### src/hdl/rcg_pkg.sv
package rcg_pkg;
  localparam logic [3:0]  RCG_ADDR_CTRL   = 4'h0;
  localparam logic [3:0]  RCG_ADDR_TRIM   = 4'h4;
  localparam int          RCG_DIV_LSB     = 16;
  localparam int          RCG_DIV_W       = 15;
  localparam int          RCG_ON_BIT      = 15;
  localparam int          RCG_STOP_IN_IDLE_BIT    = 13;
  localparam int          RCG_OE_BIT      = 12;
  localparam int          RCG_RUN_IN_SLEEP_BIT    = 11;
  localparam int          RCG_SW_BIT      = 9;
  localparam int          RCG_ACT_BIT     = 8;
  localparam int          RCG_TRIM_LSB    = 23;
  localparam int          RCG_TRIM_W      = 9;
  localparam int          RCG_NSRC        = 9;
  localparam logic [3:0]  RCG_SRC_SYS     = 4'h0;
  localparam logic [3:0]  RCG_SRC_PB      = 4'h1;
  localparam logic [31:0] RCG_CTRL_RESET  = 32'h0000_0000;
  localparam logic [31:0] RCG_TRIM_RESET  = 32'h0000_0000;
  localparam logic [1:0]  RCG_RESP_OKAY   = 2'h0;
  localparam logic [1:0]  RCG_RESP_SLVERR = 2'h2;
endpackage : rcg_pkg

### src/hdl/rcg_src_mux.sv
`timescale 1ns/1ps
module rcg_src_mux
  import rcg_pkg::*;
(
  input  wire logic                clk_i,
  input  wire logic                nrst_i,
  input  wire logic [3:0]          sel_i,
  input  wire logic [RCG_NSRC-1:0] src_i,
  output logic                     edge_o
);
  logic src_q;
  logic pick;
  // Reserved codes select nothing, so the divider sees no edges.
  assign pick = (sel_i < 4'(RCG_NSRC)) ? src_i[sel_i] : 1'b0;
  always_ff @(posedge clk_i or negedge nrst_i)
  begin
    if (!nrst_i) src_q <= 1'b0;
    else         src_q <= pick;
  end
  assign edge_o = pick & ~src_q;
endmodule : rcg_src_mux

### src/hdl/rcg_frac_div.sv
`timescale 1ns/1ps
module rcg_frac_div
  import rcg_pkg::*;
(
  input  wire logic                  clk_i,
  input  wire logic                  nrst_i,
  input  wire logic                  run_i,
  input  wire logic                  edge_i,
  input  wire logic [RCG_DIV_W-1:0]  div_i,
  input  wire logic [RCG_TRIM_W-1:0] trim_i,
  output logic                       clk_o
);
  logic [RCG_DIV_W-1:0]  cnt_q;
  logic [RCG_TRIM_W-1:0] acc_q;
  logic [RCG_TRIM_W:0]   acc_sum;
  logic                  out_q;
  logic                  extra;
  logic                  done;
  // The trim is spread by a phase accumulator: one extra source edge per carry.
  assign acc_sum = {1'b0, acc_q} + {1'b0, trim_i};
  assign extra   = acc_sum[RCG_TRIM_W];
  assign done    = (cnt_q >= div_i - 15'(!extra));
  always_ff @(posedge clk_i or negedge nrst_i)
  begin
    if (!nrst_i)
    begin
      cnt_q <= '0;
      acc_q <= '0;
      out_q <= 1'b0;
    end
    else if (!run_i)
    begin
      cnt_q <= '0;
      acc_q <= '0;
      out_q <= 1'b0;
    end
    else if (edge_i)
    begin
      if (div_i == '0)
        out_q <= ~out_q;
      else if (done)
      begin
        cnt_q <= '0;
        acc_q <= acc_sum[RCG_TRIM_W-1:0];
        out_q <= ~out_q;
      end
      else
        cnt_q <= cnt_q + 15'd1;
    end
  end
  assign clk_o = out_q;
endmodule : rcg_frac_div

### src/hdl/rcg_top.sv
`timescale 1ns/1ps
module rcg_top
  import rcg_pkg::*;
(
  input  wire logic                clk_i,
  input  wire logic                nrst_i,
  input  wire logic [RCG_NSRC-1:0] src_clk_i,
  input  wire logic                idle_i,
  input  wire logic                sleep_i,
  input  wire logic [3:0]          s_axi_awaddr,
  input  wire logic                s_axi_awvalid,
  output logic                     s_axi_awready,
  input  wire logic [31:0]         s_axi_wdata,
  input  wire logic [3:0]          s_axi_wstrb,
  input  wire logic                s_axi_wvalid,
  output logic                     s_axi_wready,
  output logic [1:0]               s_axi_bresp,
  output logic                     s_axi_bvalid,
  input  wire logic                s_axi_bready,
  input  wire logic [3:0]          s_axi_araddr,
  input  wire logic                s_axi_arvalid,
  output logic                     s_axi_arready,
  output logic [31:0]              s_axi_rdata,
  output logic [1:0]               s_axi_rresp,
  output logic                     s_axi_rvalid,
  input  wire logic                s_axi_rready,
  output logic                     ref_clock_out_pin_o,
  output logic                     ref_clock_out_pin_oe_n_o,
  output logic                     ref_clock_o
);
  logic [31:0]           ref_clock_control_q;
  logic [RCG_TRIM_W-1:0] ref_divider_fraction_q;
  logic [RCG_DIV_W-1:0]  div_act_q;
  logic [RCG_TRIM_W-1:0] trim_act_q;
  logic                  sw_q;
  logic                  aw_q;
  logic [3:0]            awaddr_q;
  logic                  w_q;
  logic [31:0]           wdata_q;
  logic [3:0]            wstrb_q;
  logic                  bvalid_q;
  logic [1:0]            bresp_q;
  logic                  rvalid_q;
  logic [31:0]           rdata_q;
  logic [1:0]            rresp_q;

  logic                  enable;
  logic                  stop_in_idle;
  logic                  pin_enable;
  logic                  run_in_sleep;
  logic [3:0]            ref_source_select;
  logic                  fabric_src;
  logic                  sleep_block;
  logic                  run;
  logic                  active;
  logic                  src_edge;
  logic                  gen_clk;
  logic                  do_wr;
  logic [31:0]           wmask;
  logic                  wr_ctrl;
  logic                  wr_trim;
  logic [31:0]           ctrl_new;
  logic [31:0]           ctrl_rd;
  logic [31:0]           trim_rd;
  logic                  sw_set;
  logic                  src_level;
  logic                  div_zero;
  logic                  out_clk_q;

  function automatic logic addr_hit(input logic [3:0] a, input logic [3:0] base);
    addr_hit = (a == base);
  endfunction : addr_hit

  assign enable            = ref_clock_control_q[RCG_ON_BIT];
  assign stop_in_idle      = ref_clock_control_q[RCG_STOP_IN_IDLE_BIT];
  assign pin_enable        = ref_clock_control_q[RCG_OE_BIT];
  assign run_in_sleep      = ref_clock_control_q[RCG_RUN_IN_SLEEP_BIT];
  assign ref_source_select = ref_clock_control_q[3:0];
  assign fabric_src  = (ref_source_select == RCG_SRC_SYS) || (ref_source_select == RCG_SRC_PB);
  // The core clocks stop in sleep anyway, so run-in-sleep cannot rescue them.
  assign sleep_block = sleep_i && (fabric_src || !run_in_sleep);
  assign run    = enable && !(idle_i && stop_in_idle) && !sleep_block;
  assign active = run;
  // A zero divisor bypasses the divider; the source level is retimed so the output stays a flop.
  assign src_level = (ref_source_select < 4'(RCG_NSRC)) ? src_clk_i[ref_source_select] : 1'b0;
  assign div_zero  = (div_act_q == '0);

  rcg_src_mux u_mux (
    .clk_i  (clk_i),
    .nrst_i (nrst_i),
    .sel_i  (ref_source_select),
    .src_i  (src_clk_i),
    .edge_o (src_edge)
  );

  rcg_frac_div u_div (
    .clk_i  (clk_i),
    .nrst_i (nrst_i),
    .run_i  (run),
    .edge_i (src_edge),
    .div_i  (div_act_q),
    .trim_i (trim_act_q),
    .clk_o  (gen_clk)
  );

  assign ref_clock_o              = out_clk_q;
  assign ref_clock_out_pin_o      = out_clk_q & pin_enable;
  assign ref_clock_out_pin_oe_n_o = ~pin_enable;

  always_ff @(posedge clk_i or negedge nrst_i)
  begin
    if (!nrst_i)
      out_clk_q <= 1'b0;
    else
      out_clk_q <= div_zero ? (run && src_level) : gen_clk;
  end

  assign do_wr   = aw_q && w_q && !bvalid_q;
  assign wmask   = {{8{wstrb_q[3]}}, {8{wstrb_q[2]}}, {8{wstrb_q[1]}}, {8{wstrb_q[0]}}};
  assign wr_ctrl = do_wr && addr_hit(awaddr_q, RCG_ADDR_CTRL);
  assign wr_trim = do_wr && addr_hit(awaddr_q, RCG_ADDR_TRIM);
  assign ctrl_new = (ref_clock_control_q & ~wmask) | (wdata_q & wmask);
  assign sw_set   = wr_ctrl && wmask[RCG_SW_BIT] && wdata_q[RCG_SW_BIT];
  // Unused bits are masked so they always read zero; the switch and active bits read live hardware state.
  assign ctrl_rd = {1'b0, ref_clock_control_q[30:16], enable, 1'b0, stop_in_idle, pin_enable,
                    run_in_sleep, 1'b0, sw_q, active, 4'h0, ref_source_select};
  assign trim_rd = {ref_divider_fraction_q, 23'h0};

  assign s_axi_awready = !aw_q && !bvalid_q;
  assign s_axi_wready  = !w_q && !bvalid_q;
  assign s_axi_bvalid  = bvalid_q;
  assign s_axi_bresp   = bresp_q;
  assign s_axi_arready = !rvalid_q;
  assign s_axi_rvalid  = rvalid_q;
  assign s_axi_rdata   = rdata_q;
  assign s_axi_rresp   = rresp_q;

  always_ff @(posedge clk_i or negedge nrst_i)
  begin
    if (!nrst_i)
    begin
      aw_q     <= 1'b0;
      awaddr_q <= 4'h0;
      w_q      <= 1'b0;
      wdata_q  <= 32'h0000_0000;
      wstrb_q  <= 4'h0;
      bvalid_q <= 1'b0;
      bresp_q  <= RCG_RESP_OKAY;
    end
    else
    begin
      if (s_axi_awvalid && s_axi_awready)
      begin
        aw_q     <= 1'b1;
        awaddr_q <= s_axi_awaddr;
      end
      if (s_axi_wvalid && s_axi_wready)
      begin
        w_q     <= 1'b1;
        wdata_q <= s_axi_wdata;
        wstrb_q <= s_axi_wstrb;
      end
      if (do_wr)
      begin
        aw_q     <= 1'b0;
        w_q      <= 1'b0;
        bvalid_q <= 1'b1;
        bresp_q  <= (wr_ctrl || wr_trim) ? RCG_RESP_OKAY : RCG_RESP_SLVERR;
      end
      else if (bvalid_q && s_axi_bready)
        bvalid_q <= 1'b0;
    end
  end

  always_ff @(posedge clk_i or negedge nrst_i)
  begin
    if (!nrst_i)
    begin
      rvalid_q <= 1'b0;
      rdata_q  <= 32'h0000_0000;
      rresp_q  <= RCG_RESP_OKAY;
    end
    else if (s_axi_arvalid && s_axi_arready)
    begin
      rvalid_q <= 1'b1;
      rdata_q  <= addr_hit(s_axi_araddr, RCG_ADDR_CTRL) ? ctrl_rd :
                  addr_hit(s_axi_araddr, RCG_ADDR_TRIM) ? trim_rd : 32'h0000_0000;
      rresp_q  <= (addr_hit(s_axi_araddr, RCG_ADDR_CTRL) || addr_hit(s_axi_araddr, RCG_ADDR_TRIM))
                  ? RCG_RESP_OKAY : RCG_RESP_SLVERR;
    end
    else if (rvalid_q && s_axi_rready)
      rvalid_q <= 1'b0;
  end

  // Software fields; the switch and active bits are kept apart as hardware state.
  always_ff @(posedge clk_i or negedge nrst_i)
  begin
    if (!nrst_i)
    begin
      ref_clock_control_q    <= RCG_CTRL_RESET;
      ref_divider_fraction_q <= RCG_TRIM_RESET[31:23];
    end
    else
    begin
      if (wr_ctrl)
        ref_clock_control_q <= ctrl_new;
      if (wr_trim)
        ref_divider_fraction_q <= (ref_divider_fraction_q & ~wmask[31:23]) | (wdata_q[31:23] & wmask[31:23]);
    end
  end

  // The switch completes two cycles after the request write, whatever the divider's count at that point.
  always_ff @(posedge clk_i or negedge nrst_i)
  begin
    if (!nrst_i)
    begin
      sw_q       <= 1'b0;
      div_act_q  <= '0;
      trim_act_q <= '0;
    end
    else
    begin
      if (sw_set)
        sw_q <= 1'b1;
      else if (sw_q)
        sw_q <= 1'b0;
      if (!enable || sw_q)
      begin
        div_act_q  <= ref_clock_control_q[30:16];
        trim_act_q <= ref_divider_fraction_q;
      end
    end
  end

  property p_sw_clears;
    @(posedge clk_i) disable iff (!nrst_i) sw_set |=> sw_q ##1 !sw_q;
  endproperty
  a_sw_clears: assert property (p_sw_clears) else $error("switch request did not self-clear");

  property p_div_held;
    @(posedge clk_i) disable iff (!nrst_i) (enable && $past(enable) && !$past(sw_q)) |-> $stable(div_act_q);
  endproperty
  a_div_held: assert property (p_div_held) else $error("divisor changed without switch");

  property p_trim_held;
    @(posedge clk_i) disable iff (!nrst_i) (enable && $past(enable) && !$past(sw_q)) |-> $stable(trim_act_q);
  endproperty
  a_trim_held: assert property (p_trim_held) else $error("trim changed without switch");

  property p_off_quiet;
    @(posedge clk_i) disable iff (!nrst_i) !enable ##1 !enable |-> !gen_clk;
  endproperty
  a_off_quiet: assert property (p_off_quiet) else $error("clock runs while disabled");

  property p_idle_stop;
    @(posedge clk_i) disable iff (!nrst_i) (idle_i && stop_in_idle) |-> !active;
  endproperty
  a_idle_stop: assert property (p_idle_stop) else $error("active in idle with stop set");

  property p_pin_off;
    @(posedge clk_i) disable iff (!nrst_i) !pin_enable |-> (!ref_clock_out_pin_o && ref_clock_out_pin_oe_n_o);
  endproperty
  a_pin_off: assert property (p_pin_off) else $error("pin driven while output disabled");

  property p_sleep_fabric;
    @(posedge clk_i) disable iff (!nrst_i) (sleep_i && fabric_src) |-> !active;
  endproperty
  a_sleep_fabric: assert property (p_sleep_fabric) else $error("fabric source active in sleep");

  property p_sleep_run;
    @(posedge clk_i) disable iff (!nrst_i) (enable && sleep_i && run_in_sleep && !fabric_src && !idle_i) |-> active;
  endproperty
  a_sleep_run: assert property (p_sleep_run) else $error("run-in-sleep ignored");

  property p_rsvd_zero;
    @(posedge clk_i) disable iff (!nrst_i) (ctrl_rd[31] == 1'b0) && (ctrl_rd[7:4] == 4'h0) && (trim_rd[22:0] == 23'h0);
  endproperty
  a_rsvd_zero: assert property (p_rsvd_zero) else $error("unimplemented bits not zero");

  property p_pin_on;
    @(posedge clk_i) disable iff (!nrst_i) pin_enable |-> ((ref_clock_out_pin_o == ref_clock_o) && !ref_clock_out_pin_oe_n_o);
  endproperty
  a_pin_on: assert property (p_pin_on) else $error("pin not carrying the clock");

  property p_out_quiet;
    @(posedge clk_i) disable iff (!nrst_i) (!enable) [*3] |-> !ref_clock_o;
  endproperty
  a_out_quiet: assert property (p_out_quiet) else $error("output runs while disabled");

  property p_act_off;
    @(posedge clk_i) disable iff (!nrst_i) !enable |-> !active;
  endproperty
  a_act_off: assert property (p_act_off) else $error("active while disabled");

  property p_act_on;
    @(posedge clk_i) disable iff (!nrst_i) (enable && !idle_i && !sleep_i) |-> active;
  endproperty
  a_act_on: assert property (p_act_on) else $error("not active while enabled");

  property p_stop_in_idle_run;
    @(posedge clk_i) disable iff (!nrst_i) (enable && idle_i && !stop_in_idle && !sleep_i) |-> active;
  endproperty
  a_stop_in_idle_run: assert property (p_stop_in_idle_run) else $error("stopped in idle without stop bit");

  property p_idle_quiet;
    @(posedge clk_i) disable iff (!nrst_i) (idle_i && stop_in_idle) [*3] |-> !ref_clock_o;
  endproperty
  a_idle_quiet: assert property (p_idle_quiet) else $error("output runs in idle with stop set");

  property p_sleep_stop;
    @(posedge clk_i) disable iff (!nrst_i) (sleep_i && !run_in_sleep) |-> !active;
  endproperty
  a_sleep_stop: assert property (p_sleep_stop) else $error("active in sleep without run bit");

  property p_sleep_quiet;
    @(posedge clk_i) disable iff (!nrst_i) (sleep_i && !run_in_sleep) [*3] |-> !ref_clock_o;
  endproperty
  a_sleep_quiet: assert property (p_sleep_quiet) else $error("output runs in sleep without run bit");

  property p_fabric_quiet;
    @(posedge clk_i) disable iff (!nrst_i) (sleep_i && fabric_src) [*3] |-> !ref_clock_o;
  endproperty
  a_fabric_quiet: assert property (p_fabric_quiet) else $error("fabric source output runs in sleep");

  property p_sw_rose;
    @(posedge clk_i) disable iff (!nrst_i) $rose(sw_q) |-> $past(sw_set);
  endproperty
  a_sw_rose: assert property (p_sw_rose) else $error("switch started without a request write");

  property p_div_load;
    @(posedge clk_i) disable iff (!nrst_i) (!enable || sw_q) |=> (div_act_q == $past(ref_clock_control_q[30:16]));
  endproperty
  a_div_load: assert property (p_div_load) else $error("divisor not applied");

  property p_trim_load;
    @(posedge clk_i) disable iff (!nrst_i) (!enable || sw_q) |=> (trim_act_q == $past(ref_divider_fraction_q));
  endproperty
  a_trim_load: assert property (p_trim_load) else $error("trim not applied");

  property p_rsvd_quiet;
    @(posedge clk_i) disable iff (!nrst_i) (ref_source_select >= 4'(RCG_NSRC)) |-> !src_edge;
  endproperty
  a_rsvd_quiet: assert property (p_rsvd_quiet) else $error("reserved select produced an edge");

  property p_src_pick;
    @(posedge clk_i) disable iff (!nrst_i) src_edge |-> src_level;
  endproperty
  a_src_pick: assert property (p_src_pick) else $error("edge from an unselected source");

  property p_pass;
    @(posedge clk_i) disable iff (!nrst_i) (run && div_zero) |=> (ref_clock_o == $past(src_level));
  endproperty
  a_pass: assert property (p_pass) else $error("zero divisor does not pass the source");

  property p_div_follow;
    @(posedge clk_i) disable iff (!nrst_i) !div_zero |=> (ref_clock_o == $past(gen_clk));
  endproperty
  a_div_follow: assert property (p_div_follow) else $error("output does not follow the divider");
endmodule : rcg_top

### config.mk
export PLATFORM = sky130hd
export DESIGN_NAME = rcg_top
export DESIGN_NICKNAME = d
export VERILOG_FILES = /design/src/hdl/rcg_pkg.sv /design/src/hdl/rcg_src_mux.sv /design/src/hdl/rcg_frac_div.sv /design/src/hdl/rcg_top.sv
export SDC_FILE = /design/constraint.sdc
export NUM_CORES = 1
export LEC_CHECK = 0
export BUFFER_PORTS_ARGS = -buffer_cell sky130_fd_sc_hd__clkbuf_2
export CAP_MARGIN = 20
export CORE_ASPECT_RATIO = 0.9
export CORE_UTILIZATION = 57
export CTS_CLUSTER_SIZE = 30
export DETAILED_ROUTE_END_ITERATION = 6
export GPL_TIMING_DRIVEN = 0
export PLACE_DENSITY = 0.89
export REMOVE_ABC_BUFFERS = 1
export SETUP_SLACK_MARGIN = 0.15
export SYNTH_ARGS = -nofsm -noshare
export SYNTH_HDL_FRONTEND = slang
export SYNTH_SLANG_ARGS = --single-unit
### constraint.sdc
create_clock -name clk_i -period 4.6 [get_ports clk_i]
set_clock_uncertainty 0.15 [all_clocks]
set_input_delay 0.46 -clock clk_i [delete_from_list [all_inputs] [get_ports clk_i]]
set_output_delay 0.46 -clock clk_i [all_outputs]
set_load 0.1 [all_outputs]
Word level (Yosys, flattened, before mapping)
Index checks and enable logic that the tools add are counted.
{"block": "word_totals", "word_cells": 118, "inputBits": 62, "output_inout_bits": 44, "ff_bits": 173}
{"block": "classes", "magnitude_cmp": 3, "bitwise_logic": 13, "add_sub_neg": 3, "n_mux": 29, "n_reduce_logical": 43, "eq_ne": 7}
{"operator": "32-bit bitwise AND", "count": 2}
{"operator": "32-bit two-way mux", "count": 2}
{"operator": "15-bit two-way mux", "count": 4}
{"operator": "9-bit two-way mux", "count": 4}
{"operator": "32-bit inverter", "count": 1}
{"operator": "32-bit OR", "count": 1}
{"operator": "9-bit bitwise AND", "count": 2}
{"operator": "1-bit logical AND", "count": 18}
{"operator": "1-bit two-way mux", "count": 16}
{"operator": "15-bit by 1-bit adder with 15-bit output, second input constant", "count": 1}
{"operator": "15-bit greater-or-equal comparator", "count": 1}
{"operator": "15-bit logical NOT", "count": 1}
{"operator": "15-bit by 1-bit subtractor with 15-bit output", "count": 1}
{"operator": "4-bit logical NOT", "count": 3}
{"operator": "9-bit by 9-bit adder with 10-bit output", "count": 1}
{"operator": "1-bit logical NOT", "count": 9}
{"operator": "9-bit inverter", "count": 1}
{"operator": "9-bit OR", "count": 1}
{"operator": "4-bit by 3-bit equality test with 1-bit output, second input constant", "count": 2}
{"operator": "2-bit nonzero test", "count": 4}
{"operator": "1-bit logical OR", "count": 5}
{"operator": "4-bit by 5-bit less-than comparator with 1-bit output, second input constant", "count": 1}
{"operator": "1-bit binary-select mux with 4-bit select", "count": 1}
{"operator": "4-bit by 1-bit equality test with 1-bit output, second input constant", "count": 1}
{"operator": "9 further kinds", "count": 15}

Depth between registers and ports, before layout
Gate-level depths: netlist (run 1).
{"block": "logic_depth", "depth_word": 8, "mapped_depth": 20, "depth_no_buf": 18}

By module
From an unflattened synthesis (run 1), not the netlist that was laid out.
{"block": "hier_totals", "hier_cells": 595, "area_unflattened_um2": 7210.7}
{"module": "rcg_top", "cells_each": 327, "seq_area_each_um2": 3078.0, "area_each_um2": 4850.9, "instances": 1}
{"module": "rcg_frac_div", "cells_each": 255, "seq_area_each_um2": 625.6, "area_each_um2": 2235.9, "instances": 1}
{"module": "rcg_src_mux", "cells_each": 13, "seq_area_each_um2": 25.0, "area_each_um2": 123.9, "instances": 1}

Worst setup path after synthesis (run 1)
No wires, ideal clock.
{"block": "synth_path", "kind": "register to register", "from": "reg trim_act_q[1]", "to": "reg u_div.acc_q[6]", "synth_period_minus_slack_ns": 4.142, "t_arrival_ns": 3.864, "stages_incl_launch_ff": 19, "path_slack_ns": 0.458, "setup_time_ns": 0.128, "path_buffers": 1, "required_ns": 4.322, "path_cell_list": "dfrtp_1 ha_1 a211o_1 a21oi_1 o211ai_1 a21o_1 a21oi_1 ha_1 ha_1 nand3_1 nor3_1 xnor2_1 ha_1 a211o_1 a211oi_1 o21ai_2 buf_6 nand2_2 mux2_1"}
{"block": "synth_between", "elab_chain_cells": 6, "elab_cells_between_ends": 10, "cone_classes": "add/sub: 2; order compare: 1; eq/ne: 1; mux: 4; reduce/logical: 2"}
{"item": "from (decl)", "line_no": "rcg_top.sv:34", "rtl": "logic [RCG_TRIM_W-1:0] trim_act_q;"}
{"item": "from (signal assigned)", "line_no": "rcg_top.sv:230", "rtl": "trim_act_q <= ref_divider_fraction_q;"}
{"item": "9-bit by 9-bit adder with 10-bit output (*)", "line_no": "rcg_frac_div.sv:20", "rtl": "assign acc_sum = {1'b0, acc_q} + {1'b0, trim_i};"}
{"item": "1-bit logical NOT", "line_no": "rcg_frac_div.sv:22", "rtl": "assign done = (cnt_q >= div_i - 15'(!extra));"}
{"item": "15-bit by 1-bit subtractor with 15-bit output", "line_no": "rcg_frac_div.sv:22"}
{"item": "15-bit greater-or-equal comparator", "line_no": "rcg_frac_div.sv:22"}
{"item": "2-bit by 1-bit != test with 1-bit output (no line)"}
{"item": "3-bit AND reduction (no line)"}
{"item": "to (signal assigned)", "line_no": "rcg_frac_div.sv:44", "rtl": "acc_q <= acc_sum[RCG_TRIM_W-1:0];"}
{"item": "to (decl)", "line_no": "rcg_frac_div.sv:14", "rtl": "logic [RCG_TRIM_W-1:0] acc_q;"}
Mark *: on every way between the ends. The rest lies on a longest branch, timed or not. The select of a mux whose other input is x is not followed.
A chain may end at the register's enable or synchronous reset.

Worst setup path after layout (run 1)
{"block": "layout_path", "from": "reg trim_act_q[1]", "to": "reg u_div.cnt_q[5]"}
{"block": "layout_between", "elab_chain_cells": 8}
{"item": "9-bit by 9-bit adder with 10-bit output", "line_no": "rcg_frac_div.sv:20"}
{"item": "1-bit logical NOT", "line_no": "rcg_frac_div.sv:22"}
{"item": "15-bit by 1-bit subtractor with 15-bit output", "line_no": "rcg_frac_div.sv:22"}
{"item": "15-bit greater-or-equal comparator", "line_no": "rcg_frac_div.sv:22"}
{"item": "15-bit two-way mux", "line_no": "rcg_frac_div.sv:41", "rtl": "else if (done)"}
{"item": "15-bit two-way mux", "line_no": "rcg_frac_div.sv:39", "rtl": "if (div_i == '0)"}
{"item": "15-bit two-way mux", "line_no": "rcg_frac_div.sv:37", "rtl": "else if (edge_i)"}
{"item": "15-bit two-way mux", "line_no": "rcg_frac_div.sv:31", "rtl": "else if (!run_i)"}
{"item": "to (signal assigned)", "line_no": "rcg_frac_div.sv:48", "rtl": "cnt_q <= cnt_q + 15'd1;"}
{"item": "to (decl)", "line_no": "rcg_frac_div.sv:13", "rtl": "logic [RCG_DIV_W-1:0] cnt_q;"}
No other way between the ends. The select of a mux whose other input is x is not followed.

==> impl_metrics.yaml, run 1 <==
routing:
  drt_iter0_drc: 530
  vias: 5674
  routed_wl_mm: 20.09
  ant_nets: 0
  post_drt_wl_per_cell_um: 23.27
  dr.pass1.iters: 5
  drc: 0
  vias_per_cell: 6.575
timing:
  worst_pin_slew_ns: 1.126
  drv_slew: 0
  finalCritPeriodShare: 1.016
  fin_ws_ns: -0.07170
  hold_viol: 0
  fin_crit_ns: 4.672
  fin_tns_setup_ns: -0.3967
  setup_viol: 17
  rsz0062_at_grt: "yes"
  holdWs_ns: 0.05715
  relSlewSlack: 0.2477
  timing.fmax_mhz: 214.1
floorplan:
  core_area_sq_mm: 0.01208
  die_h_um: 107.6
  start_util: 0.5846
  die_x_um: 119.3
  rows: 38
  io_pins: 106
  die_area_sq_mm: 0.01284
clock_tree:
  cts_root_buf: "clkbuf_16"
  cts_sinks: 149
  numCtsBuffers: 17
  clkLatencyLatePin_ns: 0.44
  clk_pin_slew_ns: 0.07
  cts_max_path_buffers: 2
  cts_htree_levels: 4
  cts_tree: "yes"
synth:
  syn_inst: 570
  ys_ff_latch: 149
  synth_area_sq_mm: 0.007061
  yosysSeqAreaShare: 0.5281
  synth.avg_cell_area_sq_um: 12.39
  synth_cell_types: 63
  synth_top_area_share: 0.5281
  yosys_warnings: 0
  yosysTopAreaCell: "dfrtp_1"
  synthArstFlopShare: 1.000
  synth_area_leaders: "dfrtp_1 53%, mux2_2 14%, ha_1 4.8%"
  synth_ff_type: "dfrtp_1"
  synth-edff-count: 0
worst_setup_path:
  startpoint_type: "register"
  path_class: "reg -> reg"
  critPathMaxFanout: 5
  critical_path_required_ns: 4.80
  worstSetupStartpoint: "trim_act_q[1]"
  rr_worst_depth: 21
  crit_path_end: "u_div.cnt_q[5]"
  reg2reg_from: "trim_act_q[1]"
  critPathCaptureType: "register"
  rrSetupSlack_ns: -0.07
  worstPathArrival_ns: 4.87
  r2r-end: "u_div.cnt_q[5]"
grt:
  grt_max_degree: 101
  grt_pass1_wl_mm: 29.53
  grt_overflow: 0
  grt_pass1_vias: 5630
  track_usage: 0.3061
  antenna_found_initial: 0
outcome:
  status: "finished with violations"
  violations: "negative setup slack"
power_and_ir_drop:
  vdd_drop_max_mv: 0.5958
  power.total_mw: 5.711
  power.density_mw_per_mm2: 655.9
  leakagePower_nw: 4.335
placement:
  io_buffers: 90
  dpl_cell_area_sq_mm: 0.007640
  gp_congestion: 0.8379
  place_hpwl_mm: 10.68
cells_and_area:
  finalInstanceArea_sq_mm: 0.008708
  drive_gt1_frac: 0.4040
  syn_to_final_growth_pct: 23.34
  final_nets: 780
  mostFrequentLayoutCell: "dfrtp_1"
  diodes: 0
  layout_common_cells: "149 x dfrtp_1, 89 x clkbuf_2, 87 x mux2_2"
run:
  maxCapViolations: 0
hold_path:
  min_path_type: "in -> reg"
## metrics by stage
stage                 util  setup WS (ns)  cells
floorplan                -         0.2661    550
global placement    0.6265        -0.3682    800
detailed placement  0.6326        -0.6763    803
CTS                 0.7047         0.1548    851
global route        0.7211        -0.2069    863
finish              0.7211       -0.07170    863
## how the worst min path moves through the flow
| stage | from | end | slack [ns] | cells past startpoint |
|---|---|---|---|---|
| floorplan | nrst_i | async pin | 0.01 | 0 |
| global placement | s_axi_rdata[24] | s_axi_rdata[24] | 0.32 | 2 |
| detailed placement | nrst_i | wdata_q[11] | 0.28 | 1 |
| CTS | s_axi_bready | s_axi_bvalid | 0.05 | 2 |
| global route | s_axi_rready | s_axi_rvalid | 0.08 | 2 |
| finish | s_axi_bready | s_axi_bvalid | 0.06 | 2 |
## power by group
group / internal, mW / leakage (nW) / total (mW) / switching [mW]
clock: 0.876 / 0.299 / 1.46 / 0.587
sequential: 1.66 / 1.96 / 2.04 / 0.374
combinational: 0.931 / 2.07 / 2.21 / 1.28
## synthesized netlist by cell type, drive strengths merged (2+ instances only)
cell type    n
nand2       36
and4         2
nand4        4
nand2b       3
or2          2
mux2i       12
a21oi       13
a22o        34
mux2        89
o21ai       31
buf         19
o211ai       4
nor4         7
nor3         6
nand3       12
a211o        3
nor2b       13
and2         2
a21o         7
clkbuf       8
inv         15
o21bai       2
o21a         3
xnor2       13
ha          27
o221ai       2
xor2         5
a211oi       3
nor2        19
dfrtp      149
nor3b        2
o31a         2
and3         9
## final cells by class
class / count / area, sq um
Sequential cell: 149 / 3729
Fill cell: 678 / 3368
Multi-Input combinational cell: 388 / 3361
Timing Repair Buffer: 119 / 750.7
Clock buffer: 19 / 442.9
Tap cell: 160 / 200.2
Clock inverter: 13 / 168.9
Inverter: 15 / 56.30
## per-layer routing
metal	track usage	vias to the layer above	part of all wire
met1	0.3586	2784	0.37
met5	0	-	0
met4	0.1750	0	0.060
li1	-	2312	-
met2	0.5033	440	0.48
met3	0.09322	138	0.095
## worst max-delay path, stage by stage, from the launching register on
cell and delay, ns:
dfrtp_1 0.40, ha_1 0.33, a211o_1 0.33, a21oi_2 0.16, o211ai_1 0.15, a21o_1 0.21
a21oi_2 0.16, ha_4 0.19, ha_4 0.18, nand3_4 0.12, nor3_2 0.21, xnor2_1 0.18
ha_1 0.31, nand4_1 0.20, a211oi_4 0.06, buf_4 0.16, a211oi_4 0.34, o21ai_4 0.16
buf_6 0.16, nor2_4 0.08, buf_6 0.13, a22o_1 0.20
## cells by family (layout without fill, tap and decap cells)
| kind of cell | count (synthesis) | in the layout | share of synthesized area |
|---|---|---|---|
| and+or+nand+nor | 120 | 120 | 0.09073 |
| AOI/OAI and AO/OA | 111 | 113 | 0.1164 |
| muxes | 101 | 101 | 0.1590 |
| DFF | 149 | 149 | 0.5281 |
| other | 1 | 8 | 0.0005311 |
| xor gates and xnor gates | 18 | 18 | 0.02233 |
| buffers and inverters | 42 | 166 | 0.03225 |
| adders and majority gates | 28 | 28 | 0.05068 |
## what timing repair did
action                                  in CTS  in global routing
pin swaps                                   14                 32
hold buffers                                 1                  0
gates cloned                                 2                  0
endpoints found under the setup margin      25                 25
endpoints found under the hold margin       49                  0
gates resized for setup                     27                 24
buffers inserted                            13                 11
Note: power is estimated with default switching activity, not from simulation.
==> run 2, diff against run 1 <==
==> constraint.sdc (replaced) <==
create_clock -name clk_i -period 4.6 [get_ports clk_i]
set_clock_uncertainty 0.15 [all_clocks]
set_input_delay 0 -clock clk_i [delete_from_list [all_inputs] [get_ports clk_i]]
set_output_delay 0 -clock clk_i [all_outputs]
set_load 0.1 [all_outputs]
==> run 2 against run 1 <==
  * The run ends with design-rule violations, negative setup slack left
  * Die area unchanged
  * Combinational power up 15%
  * First-iteration DRC count up 69%
  * Sequential power up 3%
  * Final cell count up 6.7%
  * Total power up 7.7%
  * Global-route usage up 6.8 points
  * Count of clock-buffer cells in the layout unchanged
  * Design area up 7.6%
  * Register-to-register slack worse by 0.14 ns
  * Sequential share of layout area down 3.0 points
==> impl_metrics.yaml, run 2 (synthesis gave the netlist of run 1 again) <==
floorplan:
  die_x_um: 119.3
  die_area_sq_mm: 0.01284
  io_pins: 106
  start_util: 0.5846
  core_area_sq_mm: 0.01208
  die_h_um: 107.6
  rows: 38
placement:
  io_buffers: 90
  placed_cells: 803
  dpl_cell_area_sq_mm: 0.007640
  gp_congestion: 0.8379
  place_worst_setup_slack_ns: -0.6763
  place_hpwl_mm: 10.68
timing:
  holdWs_ns: 0.09675
  relSlewSlack: 0.3366
  fin_ws_ns: -0.2108
  worst_pin_slew_ns: 0.9906
  rsz0062_at_grt: "yes"
  timing.fmax_mhz: 207.9
  fin_crit_ns: 4.811
  hold_viol: 0
  setup_viol: 24
  drv_slew: 0
  fin_tns_setup_ns: -3.496
  finalCritPeriodShare: 1.046
power_and_ir_drop:
  power.switching_mw: 2.592
  power.total_mw: 6.149
  p_clk_frac: 0.244
  leakagePower_nw: 4.597
  swShare: 0.4216
  intPower_mw: 3.557
  comb_power_share: 0.413
  vdd_drop_max_mv: 0.6832
  power.density_mw_per_mm2: 656.4
  pwr-share-seq: 0.343
routing:
  drt_iter0_drc: 895
  routed_wl_mm: 26.69
  dr.pass1.iters: 7
  post_drt_wl_per_cell_um: 28.98
  ant_nets: 0
  vias: 6456
  vias_per_cell: 7.010
  drc: 3
grt:
  grt_overflow: 0
  met1_usage: 0.4280
  grt_pass1_vias: 6295
  track_usage: 0.3738
  grt_pass1_wl_mm: 35.47
  antenna_found_initial: 2
  use_met2: 0.6225
  grt_util_met3: 0.09958
  busiest_layer: "met2"
  grt_max_degree: 101
worst_setup_path:
  critPathMaxFanout: 8
  worst_path_largest_cell_delay_ns: 0.41
  startpoint_type: "register"
  worstPathArrival_ns: 5.04
  crit_slowest_cell: "dfrtp_1"
  critical_path_required_ns: 4.83
  cpMostUsedCell: "a21oi_2"
  critPathCaptureType: "register"
  path_class: "reg -> reg"
  crit_chain: "ha_1 > a211o_1 > a21oi_2 > o211ai_1 > a21o_1 > a21oi_2 > ha_4 > ha_4 > nand2_1 > nor3_4 > xnor2_1 > ha_1 > nand2_1 > nor2_1 > a21oi_2 > buf_4 > o21ai_4 > buf_12 > and4_4 > a32o_1"
hold_path:
  min_path_type: "in -> reg"
cells_and_area:
  fin_util: 0.7758
  mostFrequentLayoutCell: "dfrtp_1"
  drive_gt1_frac: 0.3813
  syn_to_final_growth_pct: 32.70
  final_nets: 835
  finalInstanceArea_sq_mm: 0.009369
  layout_common_cells: "149 x dfrtp_1, 89 x clkbuf_2, 87 x mux2_2"
  final-instance-count-excl-fill: 921
clock_tree:
  cts_root_buf: "clkbuf_16"
  cts_tree: "yes"
  cts_sinks: 149
  cts_htree_levels: 4
  clk_pin_slew_ns: 0.07
  cts_max_path_buffers: 2
  clkLatencyLatePin_ns: 0.44
  numCtsBuffers: 17
outcome:
  status: "finished with violations"
  violations: "design-rule violations, negative setup slack"
run:
  maxCapViolations: 0
run 2: per-layer routing:
layer	up-vias	share of wire
met2	661	0.47
li1	2426	-
met5	-	0.0012
met4	2	0.081
met1	3115	0.33
met3	252	0.12
run 2: path summary, 6_finish.rpt:
kind,from,endpoint,slack [ns],depth (start not counted)
worst max register to register,trim_act_q[1],u_div.acc_q[5],-0.21,20
max in group asynchronous,nrst_i,u_div.acc_q[8],3.19,4
min in group asynchronous,nrst_i,wdata_q[13],0.64,4
worst max-delay path,trim_act_q[1],u_div.acc_q[5],-0.21,20
worst min-delay path,src_clk_i[0],ref_clock_o,0.1,6
worst min register to register,s_axi_rdata[26],s_axi_rdata[26],0.35,2
run 2: repair_timing:
item	CTS	global route
resized for setup	27	31
setup buffers	13	13
setup endpoints to repair	25	25
endpoints found under the hold margin	194	3
hold buffers	52	1
pin swaps	14	23
cloned	2	0
run 2: worst max-delay path, delay by kind of cell (launching register included):
kind | cells | cell delay [ns]
XOR/XNOR | 1 | 0.16
buffers and inverters | 2 | 0.32
AO/OA/AOI/OAI | 8 | 1.47
flip-flops | 1 | 0.41
adder cells (fa/ha/maj) | 4 | 1.03
AND/OR/NAND/NOR | 5 | 1.19
run 2: area by class of cell:
class / count / area [sq um]
fill: 546 / 2708
multi-input combinational: 388 / 3410
clock inverter: 13 / 168.9
inverter: 15 / 56.30
clock buffer: 19 / 442.9
tap: 160 / 200.2
sequential: 149 / 3729
antenna: 3 / 7.507
timing repair buffer: 174 / 1355
run 2: power by group through the flow:
stage,logic [mW],registers (mW),clock network (mW)
after global routing,2.63,2.10,1.54
after CTS,2.05,1.99,1.45
final,2.54,2.11,1.50
after global placement,1.55,1.96,0
after detailed placement,1.68,2.00,0
after floorplan,1.20,2.02,0
